--- config.mk ---
export PLATFORM = sky130hd
export DESIGN_NAME = smp_parser
export DESIGN_NICKNAME = d
export VERILOG_FILES = /design/src/core/smp_pkg.sv /design/src/core/smp_parser.sv /design/src/core/smp_tok_buf.sv /design/src/core/smp_kw_match.sv
export SDC_FILE = /design/constraint.sdc
export NUM_CORES = 1
export LEC_CHECK = 0
export BUFFER_PORTS_ARGS = -buffer_cell sky130_fd_sc_hd__buf_2
export CAP_MARGIN = 20
export CORE_MARGIN = 2
export CORE_UTILIZATION = 40
export DETAILED_ROUTE_END_ITERATION = 10
export GPL_TIMING_DRIVEN = 0
export PLACE_DENSITY_LB_ADDON = 0.12
export SLEW_MARGIN = 20
export SYNTH_ARGS = -nofsm -noshare
export SYNTH_HDL_FRONTEND = slang
export SYNTH_HIERARCHICAL = 1
export SYNTH_SLANG_ARGS = --single-unit
--- constraint.sdc ---
create_clock -name core_clk_in -period 8 [get_ports core_clk_in]
set_input_delay 1.2 -clock core_clk_in [delete_from_list [all_inputs] [get_ports core_clk_in]]
set_output_delay 1.2 -clock core_clk_in [all_outputs]
set_load 0.01 [all_outputs]
--- src/core/smp_pkg.sv ---
// Shared constants, keyword table and token layout of the SCPI message parser.
package smp_pkg;
  localparam logic [7:0] CH_LF = 8'h0a;
  localparam logic [7:0] CH_CR = 8'h0d;
  localparam logic [7:0] CH_SPACE = 8'h20;
  localparam logic [7:0] CH_STAR = 8'h2a;
  localparam logic [7:0] CH_COLON = 8'h3a;
  localparam logic [7:0] CH_SEMI = 8'h3b;
  localparam logic [7:0] CH_QUERY = 8'h3f;
  localparam logic [7:0] CH_D0 = 8'h30;
  localparam logic [7:0] CH_D9 = 8'h39;
  localparam logic [7:0] CH_UA = 8'h41;
  localparam logic [7:0] CH_UZ = 8'h5a;
  localparam logic [7:0] CH_LA = 8'h61;
  localparam logic [7:0] CH_LZ = 8'h7a;
  localparam logic [7:0] CASE_OFS = 8'h20;
  localparam int KW_MAX = 12;
  localparam int KW_N = 28;
  localparam logic [3:0] KW_MAX_LEN = 4'hc;
  localparam logic [1:0] LVL_TOP = 2'h3;
  localparam logic [4:0] NODE_MIN = 5'h01;
  localparam logic [4:0] NODE_MAX = 5'h1f;
  localparam logic [4:0] NODE_RESET = 5'h01;
  localparam logic [4:0] KW_STAT = 5'h04;
  localparam logic [4:0] KW_INST = 5'h06;
  localparam logic [4:0] KW_SEL = 5'h14;
  localparam logic [4:0] PARENT_ANY = 5'h1f;
  // Keyword codes are the table index; ids 0 to 9 may open a command at root.
  localparam logic [95:0] KW_TEXT [KW_N] = '{
    "INITIATE", "MEASURE", "OUTPUT", "SOURCE", "STATUS", "SYSTEM", "INSTRUMENT",
    "VOLTAGE", "CURRENT", "FUNCTION", "OPERATION", "PRESET", "QUESTIONABLE",
    "CONDITION", "ENABLE", "EVENT", "LEVEL", "IMMEDIATE", "TRIGGERED", "MODE",
    "SELECT", "CONTINUOUS", "ERROR", "STATE", "CODE", "ALL", "VERSION",
    "COMMUNICATE"};
  localparam logic [KW_N-1:0] KW_ROOT_OK = 28'h00003ff;
  localparam logic [4:0] KW_PARENT [KW_N] = '{
    PARENT_ANY, PARENT_ANY, PARENT_ANY, PARENT_ANY, PARENT_ANY, PARENT_ANY,
    PARENT_ANY, PARENT_ANY, PARENT_ANY, PARENT_ANY, KW_STAT, KW_STAT, KW_STAT,
    PARENT_ANY, PARENT_ANY, PARENT_ANY, PARENT_ANY, PARENT_ANY, PARENT_ANY,
    PARENT_ANY, PARENT_ANY, PARENT_ANY, PARENT_ANY, PARENT_ANY, PARENT_ANY,
    PARENT_ANY, PARENT_ANY, PARENT_ANY};

  typedef enum logic [2:0] {
    TK_KEYWORD = 3'h0,
    TK_DATA = 3'h1,
    TK_UNIT_END = 3'h2,
    TK_MSG_END = 3'h3,
    TK_ERROR = 3'h4,
    TK_COMMON = 3'h5
  } smp_tok_kind_t;

  typedef struct packed {
    smp_tok_kind_t kind;
    logic [7:0] code;
    logic [1:0] level;
    logic query;
    logic [4:0] node;
  } smp_tok_t;

  function automatic logic [3:0] kw_len(input int id);
    logic [3:0] l;
    l = 4'h0;
    for (int i = 0; i < KW_MAX; i++) begin
      if (KW_TEXT[id][i*8 +: 8] != 8'h00) begin
        l = 4'(i + 1);
      end
    end
    return l;
  endfunction

  function automatic logic [7:0] kw_char(input int id, input int i);
    int l;
    l = int'(kw_len(id));
    return (i < l) ? KW_TEXT[id][(l-1-i)*8 +: 8] : 8'h00;
  endfunction

  function automatic logic [3:0] kw_short_len(input logic [3:0] l, input logic [7:0] c4);
    logic vowel;
    vowel = (c4 == "A") || (c4 == "E") || (c4 == "I") || (c4 == "O") || (c4 == "U");
    if (l <= 4'h4) begin
      return l;
    end
    return vowel ? 4'h3 : 4'h4;
  endfunction
endpackage

--- src/core/smp_parser.sv ---
// SCPI program message parser that turns a character stream into tokens.
`timescale 1ns/1ps
module smp_parser (
  // Clock and reset
  input wire logic core_clk_in,
  input wire logic resetn_in,
  // Character stream from the bus link
  input wire logic char_valid_in,
  input wire logic [7:0] char_in,
  input wire logic eoi_in,
  output logic char_ready_out,
  // Secondary address node selection
  input wire logic sec_addr_en_in,
  input wire logic sec_addr_valid_in,
  input wire logic [4:0] sec_addr_in,
  // Token stream to the command executor
  output logic tok_valid_out,
  input wire logic tok_ready_in,
  output logic [2:0] tok_kind_out,
  output logic [7:0] tok_code_out,
  output logic [1:0] tok_level_out,
  output logic tok_query_out,
  output logic [4:0] tok_node_out,
  // Status
  output logic [4:0] node_out,
  output logic syntax_err_out
);
  typedef enum logic [2:0] {
    ST_START = 3'h0,
    ST_KW = 3'h1,
    ST_NODE = 3'h2,
    ST_QUERY = 3'h3,
    ST_DATA = 3'h4,
    ST_COMMON = 3'h5,
    ST_DISCARD = 3'h6
  } smp_state_t;

  typedef struct packed {
    smp_state_t st;
    logic [smp_pkg::KW_MAX*8-1:0] text;
    logic [3:0] len;
    logic [1:0] lvl;
    logic [1:0] base;
    logic [3:0][4:0] path;
    logic [5:0] suffix;
    logic has_suffix;
    logic [4:0] node;
    logic inst_sel;
    logic [5:0] data_val;
    logic data_num;
    logic data_bad;
    logic cr_seen;
    logic eoi_pend;
    logic pend;
    smp_pkg::smp_tok_kind_t pend_kind;
    logic ready;
    logic err;
  } smp_core_st_t;

  smp_core_st_t s_reg;
  smp_core_st_t s_next;
  smp_pkg::smp_tok_t tok;
  smp_pkg::smp_tok_t head;
  smp_pkg::smp_tok_kind_t ek;
  smp_pkg::smp_tok_kind_t end_kind;
  logic [7:0] c;
  logic [7:0] cu;
  logic [7:0] ecode;
  logic eq;
  logic synth;
  logic take;
  logic term;
  logic emit;
  logic bad;
  logic unit_end;
  logic msg_end;
  logic delim_ok;
  logic pop;
  logic bin_ready;
  logic [1:0] bcnt;
  logic [2:0] cnt_n;
  logic [1:0] plvl;
  logic mt_hit;
  logic [4:0] mt_id;

  function automatic logic is_alpha(input logic [7:0] ch);
    return ((ch >= smp_pkg::CH_UA) && (ch <= smp_pkg::CH_UZ)) ||
      ((ch >= smp_pkg::CH_LA) && (ch <= smp_pkg::CH_LZ));
  endfunction

  function automatic logic is_digit(input logic [7:0] ch);
    return (ch >= smp_pkg::CH_D0) && (ch <= smp_pkg::CH_D9);
  endfunction

  function automatic logic node_ok(input logic [5:0] v);
    return (v >= {1'b0, smp_pkg::NODE_MIN}) && (v <= {1'b0, smp_pkg::NODE_MAX});
  endfunction

  // Saturates at 63 so that long digit strings stay out of the valid node range.
  function automatic logic [5:0] dec_acc(input logic [5:0] acc, input logic [7:0] ch);
    logic [9:0] t;
    t = 10'(acc) * 10'h00a + 10'(ch - smp_pkg::CH_D0);
    return (t > 10'h03f) ? 6'h3f : t[5:0];
  endfunction

  assign plvl = s_reg.lvl - 2'h1;

  smp_kw_match u_match (
    .text_in(s_reg.text),
    .len_in(s_reg.len),
    .at_root_in(s_reg.lvl == 2'h0),
    .parent_in(s_reg.path[plvl]),
    .hit_out(mt_hit),
    .id_out(mt_id)
  );

  always_comb begin
    s_next = s_reg;
    s_next.err = 1'b0;
    emit = 1'b0;
    ek = smp_pkg::TK_DATA;
    eq = 1'b0;
    bad = 1'b0;
    unit_end = 1'b0;
    msg_end = 1'b0;
    pop = tok_valid_out && tok_ready_in;
    // An END on a non-terminator byte is replayed as a line feed once no end token is pending and the buffer has room.
    synth = s_reg.eoi_pend && !s_reg.pend && bin_ready;
    take = synth || (char_valid_in && s_reg.ready);
    c = synth ? smp_pkg::CH_LF : char_in;
    cu = ((c >= smp_pkg::CH_LA) && (c <= smp_pkg::CH_LZ)) ? c - smp_pkg::CASE_OFS : c;
    ecode = c;
    term = (c == smp_pkg::CH_LF) || (c == smp_pkg::CH_CR);
    delim_ok = term || (c == smp_pkg::CH_QUERY) || (c == smp_pkg::CH_SPACE) ||
      (c == smp_pkg::CH_SEMI) || ((c == smp_pkg::CH_COLON) && (s_reg.lvl != smp_pkg::LVL_TOP));
    if (sec_addr_en_in && sec_addr_valid_in && node_ok({1'b0, sec_addr_in})) begin
      s_next.node = sec_addr_in;
    end
    if (s_reg.pend) begin
      if (bin_ready) begin
        emit = 1'b1;
        ek = s_reg.pend_kind;
        s_next.pend = 1'b0;
      end
    end else if (take) begin
      s_next.cr_seen = !synth && (c == smp_pkg::CH_CR);
      if (synth) begin
        s_next.eoi_pend = 1'b0;
      end else if (eoi_in && !term) begin
        s_next.eoi_pend = 1'b1;
      end
      // The line feed of a CR LF pair is swallowed so it ends nothing twice.
      if (!((c == smp_pkg::CH_LF) && s_reg.cr_seen)) begin
        case (s_reg.st)
          ST_START: begin
            if (c == smp_pkg::CH_SPACE) begin
            end else if (term) begin
              msg_end = 1'b1;
            end else if (c == smp_pkg::CH_COLON) begin
              s_next.lvl = 2'h0;
              s_next.st = ST_KW;
            end else if (is_alpha(c)) begin
              s_next.lvl = s_reg.base;
              s_next.st = ST_KW;
              s_next.text[{s_reg.len, 3'h0} +: 8] = cu;
              s_next.len = s_reg.len + 4'h1;
            end else if (c == smp_pkg::CH_STAR) begin
              s_next.st = ST_COMMON;
              emit = 1'b1;
              ek = smp_pkg::TK_COMMON;
            end else begin
              bad = 1'b1;
            end
          end
          ST_KW, ST_NODE: begin
            if (is_alpha(c) && (s_reg.st == ST_KW)) begin
              if (s_reg.len == smp_pkg::KW_MAX_LEN) begin
                bad = 1'b1;
              end else begin
                s_next.text[{s_reg.len, 3'h0} +: 8] = cu;
                s_next.len = s_reg.len + 4'h1;
              end
            end else if (is_digit(c) && (s_reg.len != 4'h0)) begin
              s_next.st = ST_NODE;
              s_next.suffix = dec_acc(s_reg.suffix, c);
              s_next.has_suffix = 1'b1;
            end else if ((s_reg.len == 4'h0) || !mt_hit || !delim_ok ||
                (s_reg.has_suffix && !node_ok(s_reg.suffix))) begin
              bad = 1'b1;
            end else begin
              emit = 1'b1;
              ek = smp_pkg::TK_KEYWORD;
              ecode = {3'h0, mt_id};
              eq = c == smp_pkg::CH_QUERY;
              s_next.path[s_reg.lvl] = mt_id;
              if (s_reg.has_suffix) begin
                s_next.node = s_reg.suffix[4:0];
              end
              s_next.inst_sel = (s_reg.lvl == 2'h1) && (s_reg.path[0] == smp_pkg::KW_INST) &&
                (mt_id == smp_pkg::KW_SEL);
              s_next.text = '0;
              s_next.len = 4'h0;
              s_next.suffix = 6'h00;
              s_next.has_suffix = 1'b0;
              if (c == smp_pkg::CH_COLON) begin
                s_next.lvl = s_reg.lvl + 2'h1;
                s_next.st = ST_KW;
              end else if (c == smp_pkg::CH_QUERY) begin
                s_next.st = ST_QUERY;
              end else if (c == smp_pkg::CH_SPACE) begin
                s_next.st = ST_DATA;
                s_next.data_val = 6'h00;
                s_next.data_num = 1'b0;
                s_next.data_bad = 1'b0;
              end else if (c == smp_pkg::CH_SEMI) begin
                unit_end = 1'b1;
              end else begin
                msg_end = 1'b1;
              end
            end
          end
          ST_QUERY: begin
            if (c == smp_pkg::CH_SPACE) begin
              s_next.st = ST_DATA;
              s_next.data_val = 6'h00;
              s_next.data_num = 1'b0;
              s_next.data_bad = 1'b0;
            end else if (c == smp_pkg::CH_SEMI) begin
              unit_end = 1'b1;
            end else if (term) begin
              msg_end = 1'b1;
            end else begin
              bad = 1'b1;
            end
          end
          ST_DATA: begin
            if (c == smp_pkg::CH_SEMI) begin
              unit_end = 1'b1;
            end else if (term) begin
              msg_end = 1'b1;
            end else begin
              emit = 1'b1;
              ek = smp_pkg::TK_DATA;
              if (is_digit(c)) begin
                s_next.data_val = dec_acc(s_reg.data_val, c);
                s_next.data_num = !s_reg.data_bad;
              end else if (c != smp_pkg::CH_SPACE) begin
                s_next.data_num = 1'b0;
                s_next.data_bad = 1'b1;
              end
            end
          end
          ST_COMMON: begin
            if (c == smp_pkg::CH_SEMI) begin
              unit_end = 1'b1;
            end else if (term) begin
              msg_end = 1'b1;
            end else begin
              emit = 1'b1;
              ek = smp_pkg::TK_COMMON;
            end
          end
          ST_DISCARD: begin
            if (term) begin
              msg_end = 1'b1;
            end
          end
          default: begin
            s_next.st = ST_START;
          end
        endcase
      end
    end
    if (bad) begin
      emit = 1'b1;
      ek = smp_pkg::TK_ERROR;
      s_next.err = 1'b1;
      s_next.text = '0;
      s_next.len = 4'h0;
      s_next.suffix = 6'h00;
      s_next.has_suffix = 1'b0;
      s_next.st = ST_DISCARD;
      msg_end = term;
    end
    end_kind = msg_end ? smp_pkg::TK_MSG_END : smp_pkg::TK_UNIT_END;
    if (unit_end || msg_end) begin
      if ((s_reg.st == ST_DATA) && s_reg.inst_sel && s_reg.data_num &&
          node_ok(s_reg.data_val)) begin
        s_next.node = s_reg.data_val[4:0];
      end
      if (emit) begin
        s_next.pend = 1'b1;
        s_next.pend_kind = end_kind;
      end else begin
        emit = 1'b1;
        ek = end_kind;
      end
      s_next.st = ST_START;
      if (msg_end) begin
        s_next.lvl = 2'h0;
        s_next.base = 2'h0;
      end else if (s_reg.st != ST_COMMON) begin
        s_next.base = s_reg.lvl;
      end
    end
    tok.kind = ek;
    tok.code = ecode;
    tok.level = s_reg.lvl;
    tok.query = eq;
    tok.node = s_next.node;
    // Ready is a flop, so it is set only when the slot it promises is already free.
    cnt_n = {1'b0, bcnt} + {2'h0, emit} - {2'h0, pop};
    s_next.ready = !s_next.pend && !s_next.eoi_pend && (cnt_n < 3'h2);
  end

  always_ff @(posedge core_clk_in or negedge resetn_in) begin
    if (!resetn_in) begin
      s_reg <= '0;
      s_reg.node <= smp_pkg::NODE_RESET;
    end else begin
      s_reg <= s_next;
    end
  end

  smp_tok_buf #(
    .W($bits(smp_pkg::smp_tok_t))
  ) u_buf (
    .clk_in(core_clk_in),
    .resetn_in(resetn_in),
    .in_valid_in(emit),
    .in_ready_out(bin_ready),
    .in_data_in(tok),
    .out_valid_out(tok_valid_out),
    .out_ready_in(tok_ready_in),
    .out_data_out(head),
    .count_out(bcnt)
  );

  assign tok_kind_out = head.kind;
  assign tok_code_out = head.code;
  assign tok_level_out = head.level;
  assign tok_query_out = head.query;
  assign tok_node_out = head.node;
  assign char_ready_out = s_reg.ready;
  assign node_out = s_reg.node;
  assign syntax_err_out = s_reg.err;
endmodule // smp_parser

--- src/core/smp_tok_buf.sv ---
// Two-entry token buffer whose head entry drives the output directly.
`timescale 1ns/1ps
module smp_tok_buf #(
  parameter int W = $bits(smp_pkg::smp_tok_t)
) (
  // Clock and reset
  input wire logic clk_in,
  input wire logic resetn_in,
  // Fill side
  input wire logic in_valid_in,
  output logic in_ready_out,
  input wire logic [W-1:0] in_data_in,
  // Drain side
  output logic out_valid_out,
  input wire logic out_ready_in,
  output logic [W-1:0] out_data_out,
  output logic [1:0] count_out
);
  typedef struct packed {
    logic [W-1:0] head;
    logic [W-1:0] tail;
    logic [1:0] cnt;
    logic vld;
  } smp_buf_st_t;
  smp_buf_st_t s_reg;
  smp_buf_st_t s_next;
  logic push;
  logic pop;

  always_comb begin
    s_next = s_reg;
    pop = s_reg.vld && out_ready_in;
    push = in_valid_in && (s_reg.cnt != 2'h2);
    case ({push, pop})
      2'b10: begin
        if (s_reg.cnt == 2'h0) begin
          s_next.head = in_data_in;
        end else begin
          s_next.tail = in_data_in;
        end
        s_next.cnt = s_reg.cnt + 2'h1;
      end
      2'b01: begin
        s_next.head = s_reg.tail;
        s_next.cnt = s_reg.cnt - 2'h1;
      end
      2'b11: begin
        if (s_reg.cnt == 2'h1) begin
          s_next.head = in_data_in;
        end else begin
          s_next.head = s_reg.tail;
          s_next.tail = in_data_in;
        end
      end
      default: begin
      end
    endcase
    s_next.vld = s_next.cnt != 2'h0;
  end

  always_ff @(posedge clk_in or negedge resetn_in) begin
    if (!resetn_in) begin
      s_reg <= '0;
    end else begin
      s_reg <= s_next;
    end
  end

  assign in_ready_out = s_reg.cnt != 2'h2;
  assign out_valid_out = s_reg.vld;
  assign out_data_out = s_reg.head;
  assign count_out = s_reg.cnt;
endmodule // smp_tok_buf

--- src/core/smp_kw_match.sv ---
// Keyword table matcher: exact short or long form, checked against tree position.
`timescale 1ns/1ps
module smp_kw_match (
  // Collected keyword, upper case, first letter in the low byte
  input wire logic [smp_pkg::KW_MAX*8-1:0] text_in,
  input wire logic [3:0] len_in,
  // Tree position
  input wire logic at_root_in,
  input wire logic [4:0] parent_in,
  // Result
  output logic hit_out,
  output logic [4:0] id_out
);
  logic [smp_pkg::KW_N-1:0] ok;

  for (genvar g = 0; g < smp_pkg::KW_N; g++) begin : g_kw
    logic same;
    logic [3:0] ll;
    always_comb begin
      ll = smp_pkg::kw_len(g);
      same = 1'b1;
      for (int i = 0; i < smp_pkg::KW_MAX; i++) begin
        if ((4'(i) < len_in) && (text_in[i*8 +: 8] != smp_pkg::kw_char(g, i))) begin
          same = 1'b0;
        end
      end
    end
    // Truncations other than the two exact lengths never match.
    assign ok[g] = same && ((len_in == ll) ||
      (len_in == smp_pkg::kw_short_len(ll, smp_pkg::kw_char(g, 3)))) &&
      (at_root_in ? smp_pkg::KW_ROOT_OK[g] :
      ((smp_pkg::KW_PARENT[g] == smp_pkg::PARENT_ANY) ||
      (smp_pkg::KW_PARENT[g] == parent_in)));
  end

  // STATE and STATUS share a short form, so the tree position picks the entry.
  // Only STATUS may open a command at root; below the root the higher id, STATE, wins.
  always_comb begin
    hit_out = 1'b0;
    id_out = 5'h00;
    for (int k = 0; k < smp_pkg::KW_N; k++) begin
      if (ok[k]) begin
        hit_out = 1'b1;
        id_out = 5'(k);
      end
    end
  end
endmodule // smp_kw_match

# After elaboration in Yosys (flattened, before gate mapping)
# Index checks and enable logic that the tools add are counted.
word_totals:
  regBits: 197
  elab_cells: 1021
  out_inout_bits: 27
  input_bits: 20
classes:
  magnitude_cmp: 29
  n_reduce_logical: 245
  n_bitwise: 5
  n_mux: 538
  addsub: 12
  n_shift: 2
  n_mul: 2
  eq_ne: 162
ops:
  columns: ["cell", "n"]
  rows:
  - ["inequality test 8 x 7 -> 1 bit, second input constant", 94]
  - ["2-to-1 mux 105 bit", 6]
  - ["2-to-1 mux 1 bit", 416]
  - ["2-to-1 mux 100 bit", 3]
  - ["2-to-1 mux 102 bit", 2]
  - ["case mux 102 bit (2 select lines)", 1]
  - ["logical AND 1 bit", 176]
  - ["2-to-1 mux 5 bit", 32]
  - ["2-to-1 mux 8 bit", 14]
  - ["2-to-1 mux 103 bit", 1]
  - ["bitwise mux 96 bit", 1]
  - ["variable shift 8 x 9 -> 96 bit, first input constant", 1]
  - ["variable part select 8 x 9 -> 96 bit", 1]
  - ["2-to-1 mux 19 bit", 4]
  - ["nonzero test 8 bit", 9]
  - ["2-to-1 mux 3 bit", 23]
  - ["case mux 19 bit (3 select lines)", 1]
  - ["2-to-1 mux 23 bit", 2]
  - ["2-to-1 mux 21 bit", 2]
  - ["2-to-1 mux 41 bit", 1]
  - ["== test 8 x 6 -> 1 bit, second input constant", 5]
  - ["case mux 19 bit (2 select lines)", 1]
  - ["inequality test 2 bit, second input constant", 16]
  - ["inequality test 4 bit, second input constant", 6]
  - ["other kinds (78)", 177]

# Logic depth before layout (Yosys ltp)
logic_depth:
  ltp_word: 61
  ltp_mapped: 27
  mapped_depth_nobuf: 23

# Hierarchy
# Netlist, hierarchy kept.
by_module_without_submodules:
  columns: ["module", "n_inst", "cells_per_inst", "seq_area_each_um2", "area_each_um2"]
  rows:
  - ["smp_parser", 1, 931, 3880.0, 9232.6]
  - ["smp_kw_match", 1, 380, 0.0, 2648.8]
  - ["smp_tok_buf", 1, 206, 1026.0, 2222.1]

# Least setup slack after synthesis
# OpenSTA, ideal clock, no wires.
synth_path:
  path_kind: "register -> register"
  from: "register s_reg[51] (netlist name)"
  to: "register u_buf/s_reg[12] (netlist name)"
  n_path_buf: 4
  path_slack_ns: 2.424
  setup_ns: 0.125
  stages_incl_launch_ff: 28
  required_time_ns: 7.875
  period_less_slack_ns: 5.576
  t_arrival_ns: 5.451
  path_cell_list: "dfrtp_1 -> clkbuf_1 -> inv_1 -> ha_1 -> mux4_2 -> nor4_1 -> nand3b_1 -> nor3_1 -> nand4_1 -> o211ai_1 -> nor4_1 -> nand4b_1 -> nand2_1 -> o22ai_1 -> o31ai_2 -> and3_4 -> o21ai_2 -> buf_2 -> nand2_1 -> or2_2 -> nand2_1 -> inv_1 -> ha_1 -> and2_4 -> a211o_1 -> buf_6 -> buf_12 -> mux2_4"
synth_rtl:
  columns: ["item", "line_no", "source"]
  rows:
  - ["to (signal assigned)", "smp_tok_buf.sv:65", "s_reg <= s_next;"]
  - ["to (decl)", "smp_tok_buf.sv:25", "smp_buf_st_t s_reg;"]

# Final worst setup path
layout_path:
  from: "register u_buf.s_reg (netlist bit u_buf/count_out[0])"
  to: "register u_buf.s_reg (netlist bit u_buf/out_data_out[12])"
layout_between:
  elab_chain_len: 26
  elab_cells_between_ends: 110
  cone_classes: "order compare: 6; eq/ne: 13; mux: 68; reduce/logical: 23"
layout_lines:
  columns: ["item", "line_no", "source"]
  rows:
  - ["inequality test 2 bit (*)", "smp_tok_buf.sv:69", "assign in_ready_out = s_reg.cnt != 2'h2;"]
  - ["via bin_ready", "smp_parser.sv:79", "logic bin_ready;"]
  - ["branches (longest 20 deep; another with greater-or-equal comparator 8 x 7 -> 1 bit)", null, null]
  - ["2-to-1 mux 1 bit (*)", "smp_parser.sv:286", "if (unit_end || msg_end) begin"]
  - ["via emit", "smp_parser.sv:73", "logic emit;"]
  - ["logical AND 1 bit (*)", "smp_tok_buf.sv:33", "push = in_valid_in && (s_reg.cnt != 2'h2);"]
  - ["== test 2 bit or == test 2 x 1 -> 1 bit (tied branches)", "smp_tok_buf.sv:34", "case ({push, pop})"]
  - ["inequality test 2 x 1 -> 1 bit (no line) or nonzero test 3 bit (tied branches)", null, null]
  - ["AND reduction 2 bit (no line)", null, null]
# Mark *: on every way through the listed nets, which the timed path passes. The select of a mux whose other input is x is not followed.
# A chain may end at the register's enable or synchronous reset.

==> impl_results.md <==
* Clock sink count at 196
* Core Rows at 68
* Antenna violations before repair at 0
* Netlist cell types at 122
* Number of gates resized after CTS at 0
* Power Density at 260 nW/um2
* Final Hold Vio Count at 0
* Die area at between 30000 and 40000 um2
* Ys async rst share at 100%
* CP endpoint kind: flop
* Port Buffers at 45
* Syn_nets at about 1600
* Core area at 34600 um2
* Synth Instances at 1517
* Skew final at around 0.013 ns
* Longest Clk Path Bufs at 2
* Avg Cell Area, Syn at 9.30 um2
* Post-synthesis sequential area ratio at between 30% and 40%
* Dpl hpwl at ~38 mm
* Post-DRT Antenna Nets at 0
* WP data arrival at 7.81 ns
* Die span in x at 192 um
* DR iter-0 viols at 1175
* Max_cap viols at 0
* Area of the mapped netlist at 14100 um2
* CP Class: flop to flop
* Largest net degree at the start of global routing at 96
* Commonest non-fill, non-tap cell in the layout: dfrtp_1
* Die Ht at approximately 190 um
* Slew @ Worst Pin at 1.11 ns
* Number of global-route vias before repair at roughly 12000
* Vias post-DR at 12962
* Startpoint Class: flop
* Root buf cell: clkbuf_16
* Total grt overflow at 0
* Clk slew on worst S/H paths at ~0.070 ns
* Final Slew Violations at 0
* Max reg flops at 148
* Worst hold slack at 0.451 ns
* Final setup fails at 0
* DR pass1 iterations at 5
* Clk_lat worst skew at between 0.4 and 0.5 ns
* Dominant synthesized flop cell: dfrtp_1
* Status: completed
* Gr usage total at 27.0%
* Hold WC Path Type: flop to flop
* Flop-to-flop setup slack at 0.56 ns
* Setup bufs post-CTS at 0
* Register bit total from synthesis at 196
* Peak supply drop at 0.194 mV
* Proportion of layout cells with a drive suffix above 1 at 16.6%
* Nets@finish at 1657
* RSZ-0062 raised after global routing: false
* CTS tree: done
* Cts hold-fix bufs at 0
* Final core utilization at 44.9%
* Tmin final at 7.44 ns
* DRC at 0
* Drt total wl at 48.7 mm
* Yosys warning count at 6
* Ant diodes at 0
* H-tree depth at 4
* Number of enable flip-flop cells after synthesis at 0
* Starting density of the core at 40.7%
* CTS Buf Count at 17
* Final period utilization at 93.0%
* Worst relative slew slack at 25.4%
* Setup TNS at 0 ns
* First-pass GRT wire length at 75.6 mm
* Post-DR wirelength/cell at 23.8 um
* Most frequent cells in the layout: dfrtp_1, nor2_1, nand2_1
* Routability cong. at 0.972
* Critical path required time at 8.36 ns
* I/O Pins at 47
* Syn-to-layout area delta at 10.2%
* LEAKAGE at approximately 6.6 nW
* CP Max Fanout at 11
* Via-to-Cell Ratio at 6.32
* F_max at 134 MHz
[Yosys cell counts (23+ instances only)]
master,n,share of area [%]
nor4_1,24,1.1
nand2_1,98,2.6
o2bb2ai_1,50,3.1
o21ai_0,64,2.3
mux2_2,33,2.6
buf_4,33,1.8
nor2b_1,26,1.2
nand3_1,46,1.6
o22ai_1,31,1.4
nor2_1,100,2.7
a21oi_1,60,2.1
a31oi_1,51,2.3
nor3_1,53,1.9
ha_1,51,4.5
o2111ai_1,23,1.4
clkbuf_1,33,0.88
inv_1,71,1.9
dfrtp_1,195,35
nand4_1,39,1.7
a22o_1,24,1.5
[cells by family (layout without fill, tap and decap cells)]
| family | count (synthesis) | after routing | synth area share, % |
|---|---|---|---|
| AND/OR/NAND/NOR | 553 | 553 | 23.4 |
| multiplexers | 56 | 56 | 5.07 |
| flip-flops | 196 | 196 | 34.8 |
| XOR/XNOR | 19 | 19 | 1.18 |
| AO/OA/AOI/OAI | 464 | 464 | 24.3 |
| adder cells (fa/ha/maj) | 55 | 55 | 5.02 |
| buffers and inverters | 174 | 252 | 6.25 |
[worst paths after layout]
| path | start | endpoint | cells past startpoint |
|---|---|---|---|
| hold reg to reg | s_reg[3]$_DFFE_PN0P_ | s_reg[3]$_DFFE_PN0P_ | 1 |
| hold / removal | s_reg[3]$_DFFE_PN0P_ | s_reg[3]$_DFFE_PN0P_ | 1 |
| max in group asynchronous | resetn_in | u_buf/count_out[1]$_DFF_PN0_ | 3 |
| min in group asynchronous | resetn_in | s_reg[103]$_DFFE_PN0P_ | 1 |
| setup reg to reg | u_buf/count_out[0]$_DFF_PN0_ | u_buf/out_data_out[12]$_DFFE_PN0P_ | 25 |
| setup / recovery | u_buf/count_out[0]$_DFF_PN0_ | u_buf/out_data_out[12]$_DFFE_PN0P_ | 25 |
[per-layer routing]
layer / vias up / wire length, um / GRT usage, %
li1: 5974 / - / -
met1: 6445 / 22000 / 36.4
met2: 464 / 22900 / 43.5
met3: 79 / 2520 / 4.62
met4: 0 / 1400 / 9.56
met5: - / 0 / 0
[area by class of cell]
type                            count  area (um2)
Buffer                            100         604
Clock buffer                       21         470
Clock inverter                     10        98.8
Fill cell                        3391       19100
Inverter                           74         278
Multi-Input combinational cell   1147        8320
Sequential cell                   196        4910
Tap cell                          455         569
Timing Repair Buffer               47         290
[report_power, final]
part	internal, mW	leakage (nW)	total [mW]	switching, mW
registers	1.14	2.63	1.26	0.116
clock network	0.455	0.276	0.853	0.398
logic	0.756	3.68	1.94	1.18
total	2.35	6.59	4.05	1.69
[worst max-delay path, stage by stage (launching register included)]
cell and delay (ns):
dfrtp_1 0.43, inv_1 0.10, ha_1 0.15, inv_1 0.12
nand3b_1 0.35, clkbuf_1 0.48, and2_0 0.40, clkinv_1 0.60
ha_1 0.51, nor4bb_1 0.17, a32o_1 0.31, nor4_2 0.93
o2111a_1 0.45, o2111a_1 0.24, a311o_4 0.19, nand2b_4 0.15
buf_6 0.13, or2_2 0.11, nand2_1 0.07, inv_1 0.12
ha_1 0.20, nor2b_1 0.13, buf_2 0.22, buf_1 0.38
o2111ai_1 0.16, a31oi_1 0.22
[through the flow]
stage               worst slack, ns  power, mW  instances  cell area, um2
finish                        0.559       4.05       2050           15500
global route                  0.144       4.33       2050           15500
CTS                           0.360       4.06       2050           15500
detailed placement            0.384       3.19       2019           15000
global placement              0.452       3.18       2017           14900
floorplan                      2.42       2.64       1517           14100
(Power assumes the default switching activity.)
